### src/cbbl_pkg.sv
package cbbl_pkg;
    localparam int DW      = 8;
    localparam int AW      = 16;
    localparam int GPR_N   = 8;
    localparam int GPR_IW  = 3;
    localparam int IOAW    = 6;
    localparam int WB_AW   = 8;
    // instruction word fields
    localparam int OP_LSB  = 0;
    localparam int OP_W    = 5;
    localparam int RD_LSB  = 5;
    localparam int BIT_LSB = 8;
    localparam int BIT_W   = 3;
    localparam int K_LSB   = 11;
    localparam int K_W     = 8;
    localparam int IOA_LSB = 19;
    localparam int INSN_W  = 25;
    // register byte offsets
    localparam logic [7:0] OFF_INSN  = 8'h00;
    localparam logic [7:0] OFF_FLAGS = 8'h04;
    localparam logic [7:0] OFF_PC    = 8'h08;
    localparam logic [7:0] OFF_PTR   = 8'h0c;
    localparam logic [7:0] OFF_STAT  = 8'h10;
    localparam logic [2:0] GPR_HI    = 3'h1;
    // status register flag positions
    localparam int FLG_C = 0;
    localparam int FLG_Z = 1;
    localparam int FLG_N = 2;
    localparam int FLG_V = 3;
    localparam int FLG_S = 4;
    localparam int FLG_H = 5;
    localparam int FLG_T = 6;
    localparam int FLG_I = 7;
    localparam int STAT_BUSY  = 0;
    localparam int STAT_TAKEN = 1;
    // opcodes
    localparam logic [4:0] OP_BR_VC  = 5'h00;
    localparam logic [4:0] OP_BR_IE  = 5'h01;
    localparam logic [4:0] OP_BR_ID  = 5'h02;
    localparam logic [4:0] OP_IO_SET = 5'h03;
    localparam logic [4:0] OP_IO_CLR = 5'h04;
    localparam logic [4:0] OP_ROL    = 5'h05;
    localparam logic [4:0] OP_ROR    = 5'h06;
    localparam logic [4:0] OP_BST    = 5'h07;
    localparam logic [4:0] OP_BLD    = 5'h08;
    localparam logic [4:0] OP_SEH    = 5'h09;
    localparam logic [4:0] OP_CLH    = 5'h0a;
    localparam logic [4:0] OP_SEV    = 5'h0b;
    localparam logic [4:0] OP_CLV    = 5'h0c;
    localparam logic [4:0] OP_SES    = 5'h0d;
    localparam logic [4:0] OP_CLS    = 5'h0e;
    localparam logic [4:0] OP_LD_INC = 5'h0f;
    localparam logic [4:0] OP_LD_DEC = 5'h10;
    // reset values and steps
    localparam logic [7:0]  RST_FLAGS = 8'h00;
    localparam logic [7:0]  RST_GPR   = 8'h00;
    localparam logic [15:0] RST_PC    = 16'h0000;
    localparam logic [15:0] RST_PTR   = 16'h0000;
    localparam logic [24:0] RST_INSN  = 25'h0000000;
    localparam logic [15:0] STEP      = 16'h0001;
    typedef enum logic [1:0] {
        ST_IDLE = 2'b00,
        ST_EXEC = 2'b01,
        ST_FIN  = 2'b11
    } cbbl_state_t;
endpackage

### src/cbbl_alu_if.sv
interface cbbl_alu_if;
    logic [4:0] op;
    logic [7:0] opnd;
    logic [2:0] bit_sel;
    logic [7:0] flags_in;
    logic [7:0] result;
    logic [7:0] flags_out;
    logic       take;
    modport core (output op, opnd, bit_sel, flags_in, input result, flags_out, take);
    modport alu  (input op, opnd, bit_sel, flags_in, output result, flags_out, take);
endinterface

### src/cbbl_core.sv
// Notes on behaviour
// - overflow-clear branch: if V is 0, pc gets pc+k+1; 1 or 2 cycles.
// - irq-enabled branch jumps to pc+k+1 only when I is 1; 1 or 2 cycles.
// - irq-disabled branch jumps to pc+k+1 only when I is 0; 1 or 2 cycles.
// - io bit set writes selected io bit to one, flags kept, two cycles.
// - io bit clear writes selected io bit to zero, flags kept, two cycles.
// - rotate left through carry: bit0 from C, C from old bit7, ZCNV, one cycle.
// - rotate right through carry: bit7 from C, C from old bit0, ZCNV, one cycle.
// - bit store copies a register bit into T; only T changes; one cycle.
// - bit load writes T into a register bit; no flag changes; one cycle.
// - half carry set and clear ops touch only H, one cycle.
// - overflow set and clear ops touch only V, one cycle.
// - sign set and clear ops touch only S, one cycle.
// - post-increment load reads memory at pointer, then pointer plus one; two cycles.
// - pre-decrement load lowers pointer first, then reads there; two cycles.
//
// Added by the designer: the Wishbone register port and the address map.
module cbbl_core (
    input  wire logic        i_clk,
    input  wire logic        i_sys_rst,
    input  wire logic        i_wb_cyc,
    input  wire logic        i_wb_stb,
    input  wire logic        i_wb_we,
    input  wire logic [7:0]  i_wb_adr,
    input  wire logic [3:0]  i_wb_sel,
    input  wire logic [31:0] i_wb_dat,
    output logic      [31:0] o_wb_dat,
    output logic             o_wb_ack,
    output logic      [15:0] o_mem_addr,
    output logic             o_mem_rd,
    input  wire logic [7:0]  i_mem_rdata,
    output logic      [5:0]  o_io_addr,
    output logic             o_io_rd,
    input  wire logic [7:0]  i_io_rdata,
    output logic             o_io_wr,
    output logic      [7:0]  o_io_wdata,
    output logic             o_busy,
    output logic             o_done
);
    cbbl_alu_if alu_bus ();

    cbbl_pkg::cbbl_state_t state_q;
    cbbl_pkg::cbbl_state_t state_d;
    logic [24:0] insn_q;
    logic [7:0]  flags_q;
    logic [15:0] pc_q;
    logic [15:0] ptr_q;
    logic        taken_q;
    logic [7:0]  gpr_q [cbbl_pkg::GPR_N];
    logic [31:0] rdata_q;
    logic        ack_q;
    logic [15:0] mem_addr_q;
    logic        mem_rd_q;
    logic [5:0]  io_addr_q;
    logic        io_rd_q;
    logic        io_wr_q;
    logic [7:0]  io_wdata_q;
    logic        busy_q;
    logic        done_q;

    function automatic logic [31:0] lane_merge(input logic [31:0] old,
                                               input logic [31:0] nw,
                                               input logic [3:0]  sel);
        logic [31:0] m;
        m = 32'h0;
        for (int i = 0; i < 4; i++) begin
            m[i*8 +: 8] = {8{sel[i]}};
        end
        return (old & ~m) | (nw & m);
    endfunction

    // bus decode
    wire        req       = i_wb_cyc & i_wb_stb;
    wire        wr_fire   = req & i_wb_we & ack_q;
    wire [5:0]  word      = i_wb_adr[7:2];
    wire        hit_insn  = word == cbbl_pkg::OFF_INSN[7:2];
    wire        hit_flags = word == cbbl_pkg::OFF_FLAGS[7:2];
    wire        hit_pc    = word == cbbl_pkg::OFF_PC[7:2];
    wire        hit_ptr   = word == cbbl_pkg::OFF_PTR[7:2];
    wire        hit_stat  = word == cbbl_pkg::OFF_STAT[7:2];
    wire        hit_gpr   = i_wb_adr[7:5] == cbbl_pkg::GPR_HI;
    wire [2:0]  gpr_idx   = i_wb_adr[4:2];
    wire        idle      = state_q == cbbl_pkg::ST_IDLE;
    // software writes to state are refused while an instruction runs
    wire        sw_wr     = wr_fire & idle;
    wire        start     = sw_wr & hit_insn;
    wire [4:0]  start_op  = i_wb_dat[cbbl_pkg::OP_LSB +: cbbl_pkg::OP_W];
    wire        start_io  = (start_op == cbbl_pkg::OP_IO_SET) |
                            (start_op == cbbl_pkg::OP_IO_CLR);

    // instruction fields
    wire [4:0]  op      = insn_q[cbbl_pkg::OP_LSB +: cbbl_pkg::OP_W];
    wire [2:0]  rd_idx  = insn_q[cbbl_pkg::RD_LSB +: cbbl_pkg::GPR_IW];
    wire [2:0]  bit_sel = insn_q[cbbl_pkg::BIT_LSB +: cbbl_pkg::BIT_W];
    wire [7:0]  k       = insn_q[cbbl_pkg::K_LSB +: cbbl_pkg::K_W];
    wire [5:0]  io_a    = insn_q[cbbl_pkg::IOA_LSB +: cbbl_pkg::IOAW];
    wire        is_br   = (op == cbbl_pkg::OP_BR_VC) | (op == cbbl_pkg::OP_BR_IE) |
                          (op == cbbl_pkg::OP_BR_ID);
    wire        is_io   = (op == cbbl_pkg::OP_IO_SET) | (op == cbbl_pkg::OP_IO_CLR);
    wire        is_pre  = op == cbbl_pkg::OP_LD_DEC;
    wire        is_ld   = (op == cbbl_pkg::OP_LD_INC) | is_pre;
    wire        is_wgpr = (op == cbbl_pkg::OP_ROL) | (op == cbbl_pkg::OP_ROR) |
                          (op == cbbl_pkg::OP_BLD);

    // sequencing
    wire        in_exec  = state_q == cbbl_pkg::ST_EXEC;
    wire        in_fin   = state_q == cbbl_pkg::ST_FIN;
    wire        need_fin = (is_br & alu_bus.take) | is_io | is_ld;
    wire        finish   = (in_exec & ~need_fin) | in_fin;
    always_comb begin
        state_d = state_q;
        case (state_q)
            cbbl_pkg::ST_IDLE: if (start) state_d = cbbl_pkg::ST_EXEC;
            cbbl_pkg::ST_EXEC: state_d = need_fin ? cbbl_pkg::ST_FIN : cbbl_pkg::ST_IDLE;
            cbbl_pkg::ST_FIN:  state_d = cbbl_pkg::ST_IDLE;
            default:           state_d = cbbl_pkg::ST_IDLE;
        endcase
    end

    // operand path and writeback
    wire [7:0]  opnd     = is_io ? i_io_rdata : gpr_q[rd_idx];
    wire        gpr_we   = (in_exec & is_wgpr) | (in_fin & is_ld);
    wire [7:0]  gpr_wd   = is_ld ? i_mem_rdata : alu_bus.result;
    wire [15:0] k_ext    = {{8{k[7]}}, k};
    wire [15:0] br_tgt   = pc_q + k_ext + cbbl_pkg::STEP;
    wire [15:0] pc_next  = (in_fin & is_br) ? br_tgt : pc_q + cbbl_pkg::STEP;
    wire [15:0] ptr_dec  = ptr_q - cbbl_pkg::STEP;
    wire [31:0] pc_sw    = lane_merge(32'(pc_q), i_wb_dat, i_wb_sel);
    wire [31:0] ptr_sw   = lane_merge(32'(ptr_q), i_wb_dat, i_wb_sel);
    wire [31:0] fl_sw    = lane_merge(32'(flags_q), i_wb_dat, i_wb_sel);

    wire [7:0]  flags_d  = (sw_wr & hit_flags) ? fl_sw[7:0] :
                           in_exec ? alu_bus.flags_out : flags_q;
    wire [15:0] pc_d     = (sw_wr & hit_pc) ? pc_sw[15:0] :
                           finish ? pc_next : pc_q;
    wire [15:0] ptr_d    = (sw_wr & hit_ptr) ? ptr_sw[15:0] :
                           (in_exec & is_pre) ? ptr_dec :
                           (in_fin & is_ld & ~is_pre) ? ptr_q + cbbl_pkg::STEP :
                           ptr_q;
    wire [31:0] stat     = {30'h0, taken_q, ~idle};
    wire [31:0] rd_mux   = hit_insn  ? 32'(insn_q) :
                           hit_flags ? 32'(flags_q) :
                           hit_pc    ? 32'(pc_q) :
                           hit_ptr   ? 32'(ptr_q) :
                           hit_stat  ? stat :
                           hit_gpr   ? 32'(gpr_q[gpr_idx]) : 32'h0;

    assign alu_bus.op       = op;
    assign alu_bus.opnd     = opnd;
    assign alu_bus.bit_sel  = bit_sel;
    assign alu_bus.flags_in = flags_q;

    cbbl_alu u_alu (
        .a (alu_bus)
    );

    always_ff @(posedge i_clk) begin
        if (i_sys_rst) begin
            ack_q   <= 1'b0;
            rdata_q <= 32'h0;
        end else begin
            ack_q   <= req & ~ack_q;
            rdata_q <= rd_mux;
        end
    end

    always_ff @(posedge i_clk) begin
        if (i_sys_rst) begin
            state_q <= cbbl_pkg::ST_IDLE;
            insn_q  <= cbbl_pkg::RST_INSN;
            flags_q <= cbbl_pkg::RST_FLAGS;
            pc_q    <= cbbl_pkg::RST_PC;
            ptr_q   <= cbbl_pkg::RST_PTR;
            taken_q <= 1'b0;
            busy_q  <= 1'b0;
            done_q  <= 1'b0;
        end else begin
            state_q <= state_d;
            insn_q  <= start ? i_wb_dat[cbbl_pkg::INSN_W-1:0] : insn_q;
            flags_q <= flags_d;
            pc_q    <= pc_d;
            ptr_q   <= ptr_d;
            taken_q <= in_exec ? (is_br & alu_bus.take) : taken_q;
            busy_q  <= state_d != cbbl_pkg::ST_IDLE;
            done_q  <= finish;
        end
    end

    // io read-modify-write: read strobe in cycle 1, write strobe in cycle 2
    always_ff @(posedge i_clk) begin
        if (i_sys_rst) begin
            io_rd_q    <= 1'b0;
            io_addr_q  <= 6'h00;
            io_wr_q    <= 1'b0;
            io_wdata_q <= 8'h00;
        end else begin
            io_rd_q    <= start & start_io;
            io_addr_q  <= (start & start_io) ?
                          i_wb_dat[cbbl_pkg::IOA_LSB +: cbbl_pkg::IOAW] : io_addr_q;
            io_wr_q    <= in_exec & is_io;
            io_wdata_q <= (in_exec & is_io) ? alu_bus.result : io_wdata_q;
        end
    end

    always_ff @(posedge i_clk) begin
        if (i_sys_rst) begin
            mem_rd_q   <= 1'b0;
            mem_addr_q <= 16'h0000;
        end else begin
            mem_rd_q   <= in_exec & is_ld;
            mem_addr_q <= (in_exec & is_ld) ? (is_pre ? ptr_dec : ptr_q) : mem_addr_q;
        end
    end

    for (genvar g = 0; g < cbbl_pkg::GPR_N; g++) begin : g_gpr
        wire sw = sw_wr & hit_gpr & (gpr_idx == 3'(g)) & i_wb_sel[0];
        wire hw = gpr_we & (rd_idx == 3'(g));
        always_ff @(posedge i_clk) begin
            if (i_sys_rst) begin
                gpr_q[g] <= cbbl_pkg::RST_GPR;
            end else if (sw) begin
                gpr_q[g] <= i_wb_dat[7:0];
            end else if (hw) begin
                gpr_q[g] <= gpr_wd;
            end
        end
    end

    assign o_wb_dat   = rdata_q;
    assign o_wb_ack   = ack_q;
    assign o_mem_addr = mem_addr_q;
    assign o_mem_rd   = mem_rd_q;
    assign o_io_addr  = io_addr_q;
    assign o_io_rd    = io_rd_q;
    assign o_io_wr    = io_wr_q;
    assign o_io_wdata = io_wdata_q;
    assign o_busy     = busy_q;
    assign o_done     = done_q;
endmodule

### src/cbbl_alu.sv
module cbbl_alu (
    cbbl_alu_if.alu a
);
    logic [7:0] res;
    logic [7:0] flg;
    logic       tk;
    logic       rot;

    assign rot = (a.op == cbbl_pkg::OP_ROL) || (a.op == cbbl_pkg::OP_ROR);

    always_comb begin
        res = a.opnd;
        flg = a.flags_in;
        tk  = 1'b0;
        case (a.op)
            cbbl_pkg::OP_BR_VC:  tk = ~a.flags_in[cbbl_pkg::FLG_V];
            cbbl_pkg::OP_BR_IE:  tk = a.flags_in[cbbl_pkg::FLG_I];
            cbbl_pkg::OP_BR_ID:  tk = ~a.flags_in[cbbl_pkg::FLG_I];
            cbbl_pkg::OP_IO_SET: res[a.bit_sel] = 1'b1;
            cbbl_pkg::OP_IO_CLR: res[a.bit_sel] = 1'b0;
            cbbl_pkg::OP_ROL: begin
                res = {a.opnd[6:0], a.flags_in[cbbl_pkg::FLG_C]};
                flg[cbbl_pkg::FLG_C] = a.opnd[7];
            end
            cbbl_pkg::OP_ROR: begin
                res = {a.flags_in[cbbl_pkg::FLG_C], a.opnd[7:1]};
                flg[cbbl_pkg::FLG_C] = a.opnd[0];
            end
            cbbl_pkg::OP_BST: flg[cbbl_pkg::FLG_T] = a.opnd[a.bit_sel];
            cbbl_pkg::OP_BLD: res[a.bit_sel] = a.flags_in[cbbl_pkg::FLG_T];
            cbbl_pkg::OP_SEH: flg[cbbl_pkg::FLG_H] = 1'b1;
            cbbl_pkg::OP_CLH: flg[cbbl_pkg::FLG_H] = 1'b0;
            cbbl_pkg::OP_SEV: flg[cbbl_pkg::FLG_V] = 1'b1;
            cbbl_pkg::OP_CLV: flg[cbbl_pkg::FLG_V] = 1'b0;
            cbbl_pkg::OP_SES: flg[cbbl_pkg::FLG_S] = 1'b1;
            cbbl_pkg::OP_CLS: flg[cbbl_pkg::FLG_S] = 1'b0;
            default: ;
        endcase
        if (rot) begin
            flg[cbbl_pkg::FLG_Z] = (res == 8'h00);
            flg[cbbl_pkg::FLG_N] = res[7];
            // overflow follows the usual shift convention n xor c
            flg[cbbl_pkg::FLG_V] = res[7] ^ flg[cbbl_pkg::FLG_C];
        end
    end

    assign a.result    = res;
    assign a.flags_out = flg;
    assign a.take      = tk;
endmodule

### config.mk
export PLATFORM = sky130hd
export DESIGN_NAME = cbbl_core
export DESIGN_NICKNAME = d
export VERILOG_FILES = /design/src/cbbl_pkg.sv /design/src/cbbl_alu_if.sv /design/src/cbbl_core.sv /design/src/cbbl_alu.sv
export SDC_FILE = /design/constraint.sdc
export NUM_CORES = 1
export LEC_CHECK = 0
export ABC_AREA = 1
export BUFFER_PORTS_ARGS = -buffer_cell sky130_fd_sc_hd__buf_2
export CAP_MARGIN = 15
export CORE_MARGIN = 2
export CORE_UTILIZATION = 40
export DETAILED_ROUTE_END_ITERATION = 12
export PLACE_DENSITY = 0.69
export REMOVE_ABC_BUFFERS = 1
export SYNTH_ARGS = -nofsm -noshare
export SYNTH_HDL_FRONTEND = slang
export SYNTH_SLANG_ARGS = --single-unit
### constraint.sdc
create_clock -name i_clk -period 2.8 [get_ports i_clk]
set_clock_uncertainty 0.05 [all_clocks]
set_input_delay 0.14 -clock i_clk [delete_from_list [all_inputs] [get_ports i_clk]]
set_output_delay 0.14 -clock i_clk [all_outputs]
set_load 0.05 [all_outputs]
==> impl_metrics.py <==
metrics = {
    "worst_setup_path": {
        "crit_type": "flip-flop to flip-flop",
        "end_kind": "flip-flop",
        "crit_fanout": 8,
        "crit_arrival_ps": 2730,
        "critPathLaunch": "insn_q[0]",
        "worstPathRequired_ps": 2920,
        "r2r_start": "insn_q[0]",
        "critPathLaunchType": "flip-flop",
    },
    "pwr": {
        "clkPwrFrac_pct": 42.1,
        "peakVddDrop_mv": 0.442,
        "power.share.combinational_pct": 7.0,
        "seq_power_share_pct": 51.0,
        "swShare_pct": 27.2,
        "power_density_nw_per_um2": 412,
        "leakagePower_nw": 6.11,
        "p_int_mw": 4.26,
        "power_switching_mw": 1.59,
    },
    "place": {
        "place_ws_ps": 111,
        "io_buffers": 114,
        "post-dp-hpwl_um": 31800,
        "gp_congestion": 0.957,
    },
    "routing": {
        "dr_wl_met2_um": 18400,
        "route.detailed.drc": 0,
        "drt_iter0_markers": 1568,
        "drt-vias-per-instance": 5.62,
        "routedWlPerCell_um": 18.3,
        "ant_nets": 0,
        "dr.pass1.iters": 8,
        "dr_wl_met3_um": 4590,
        "m1WireLength_um": 17900,
        "via_count": 13000,
        "routed_wl_um": 42400,
        "highest_layer": "met5",
    },
    "clock_tree": {
        "cts_buffers": 17,
        "cts_root_buf": "clkbuf_16",
        "clkLatencyLatePin_ps": 470,
        "clk_pin_slew_worst_paths_ps": 80,
        "htree_levels": 4,
        "clock-sinks": 196,
        "tritoncts": "yes",
        "cts_buffer_depth": 2,
    },
    "grt": {
        "gr-usage-all-layers_pct": 27.1,
        "grt_pass1_wl_um": 66700,
        "grt-ovfl-total": 0,
        "antenna_found_initial": 2,
        "grt_pass1_vias": 12100,
        "grt_max_degree": 77,
    },
    "yosys": {
        "synth-edff-count": 64,
        "synth_top_cell_by_area": "dfxtp_1",
        "yosysUniqueCellTypes": 54,
        "ys_seq_area_share_pct": 37.6,
        "syn_inst": 1770,
        "ys.flop_type": "dfxtp_1",
        "syn_area_um2": 12100,
        "synth_top_area_share_pct": 21.8,
        "avgSynthCellArea_um2": 6.86,
        "synth-seq-cells": 196,
        "async_reset_ff_share_pct": 0,
        "yosysWarnings": 0,
        "synth_area_leaders": "dfxtp_1, edfxtp_1, nand2_1, o21ai_0, nand3_1",
    },
    "die": {
        "placementRows": 63,
        "die_h_um": 178,
        "dieArea_um2": 31800,
        "ios": 133,
        "fp.dieW_um": 178,
        "start_util_pct": 40.8,
        "core_um2": 29800,
    },
    "sta": {
        "worst_slack_ps": 181,
        "hold_violations": 0,
        "fmax_mhz": 382,
        "setup_viol": 0,
        "slew_viol_final": 0,
        "fin_crit_sh_pct": 93.5,
        "worst_pin_slew_ps": 753,
        "relSlewSlack_pct": 49.8,
        "period_minus_slack_ps": 2620,
    },
    "final_layout": {
        "final_net_count": 1997,
        "final_core_util_pct": 47.7,
        "area_growth_pct": 17.0,
        "drive_above_1_share_pct": 14.7,
    },
    "flow_run": {
        "drv_cap": 0,
    },
    "outcome": {
        "outcome": "finished clean",
    },
    "min_path": {
        "hold_path_class": "input port to flip-flop",
        "hold_start": "i_wb_dat[10]",
    },
}
-- through the flow --
step	cells	TNS, ps	hold slack [ps]	cell area (um^2)	total power, mW
2_1_floorplan	1699	0	159	11800	3.22
4_1_cts	2313	0	5.32	14100	5.84
6_report	2317	0	18.8	14200	5.85
3_5_place_dp	2265	0	355	13400	3.42
3_3_place_gp	2265	0	348	13400	3.42
5_1_grt	2317	-8.62	31.3	14200	6.00
-- layer usage --
layer	track usage [%]	up-vias
met2	41.5	745
met5	0	-
met4	10.9	2
met1	37.3	5921
met3	5.71	122
li1	-	6240
-- cells by family after synthesis --
logic type	Yosys count	share of synthesized area [%]
and+or+nand+nor	785	28.0
AOI/OAI and AO/OA	453	20.9
buffers and inverters	287	9.30
DFF	196	37.6
xor gates and xnor gates	29	2.09
adders and majority gates	19	2.02
other	1	0.0309
-- cells in the mapped netlist (17+ instances only) --
library cell and number:
nor2_1 122, nand2_1 434, a22oi_1 20, o21ai_1 29
inv_2 22, o22ai_1 21, edfxtp_1 64, o21ai_0 180
buf_2 17, inv_1 186, dfxtp_1 132, nand4_1 24
nor3_1 20, ha_1 18, xor2_1 22, clkbuf_1 47
nand3_1 142, a21oi_1 136
-- layout by cell type (no fill, tap or decap), types with 10 or more instances in the layout --
cell type      Yosys  layout
a211oi_1          10      10
a21oi_1          136     136
a22oi_1           20      20
a31oi_1           14      14
buf_2             17     114
buf_4              8      60
clkbuf_16          0      17
dfxtp_1          132     132
dlygate4sd3_1      0      16
edfxtp_1          64      64
ha_1              18      18
inv_1            186     185
inv_2             22      23
nand2_1          434     434
nand3_1          142     142
nand4_1           24      24
nor2_1           122     121
nor3_1            20      20
o21ai_0          180     180
o21ai_1           29      29
o22ai_1           21      21
xor2_1            22      22
-- cell type report --
type,count,area [um^2]
fillers,2984,15600
multi-input cells,1293,6530
flip-flops and latches,196,4560
repair buffers,195,1280
inverters,210,788
well taps,390,488
clock buffers,17,425
clock inverters,15,136
diodes,1,2.50
-- power by group through the flow --
stage | Combinational [mW] | Sequential (mW) | Clock (mW)
3_3_place_gp | 0.369 | 3.05 | 0
5_1_grt | 0.434 | 2.99 | 2.58
3_5_place_dp | 0.374 | 3.05 | 0
4_1_cts | 0.392 | 2.98 | 2.46
6_report | 0.407 | 2.98 | 2.46
2_1_floorplan | 0.173 | 3.05 | 0
-- timing repair --
action | 4_1_cts | 5_1_grt
setup buffers | 0 | 3
hold buffers | 16 | 0
hold endpoints to repair | 23 | 0
endpoints found under the setup margin | 0 | 68
resized for setup | 0 | 7
-- worst max-delay path, cell delays in order (launching register included) --
cell	delay [ps]
dfxtp_1	480
nand3_2	160
buf_4	180
o21ai_4	130
inv_2	50
nor2_2	150
a21oi_4	100
inv_2	100
nand3_2	120
nor3_4	420
inv_2	70
nand3_1	80
buf_4	210
-- path summary, 6_finish.rpt --
path / end / slack [ps] / cells after the start
max: gpr_q[2][0] / 180 / 12
min: insn_q[10] / 20 / 3
max reg2reg: gpr_q[2][0] / 180 / 12
min reg2reg: o_wb_dat[23] / 380 / 2
Power figures use the tool's default switching activity.
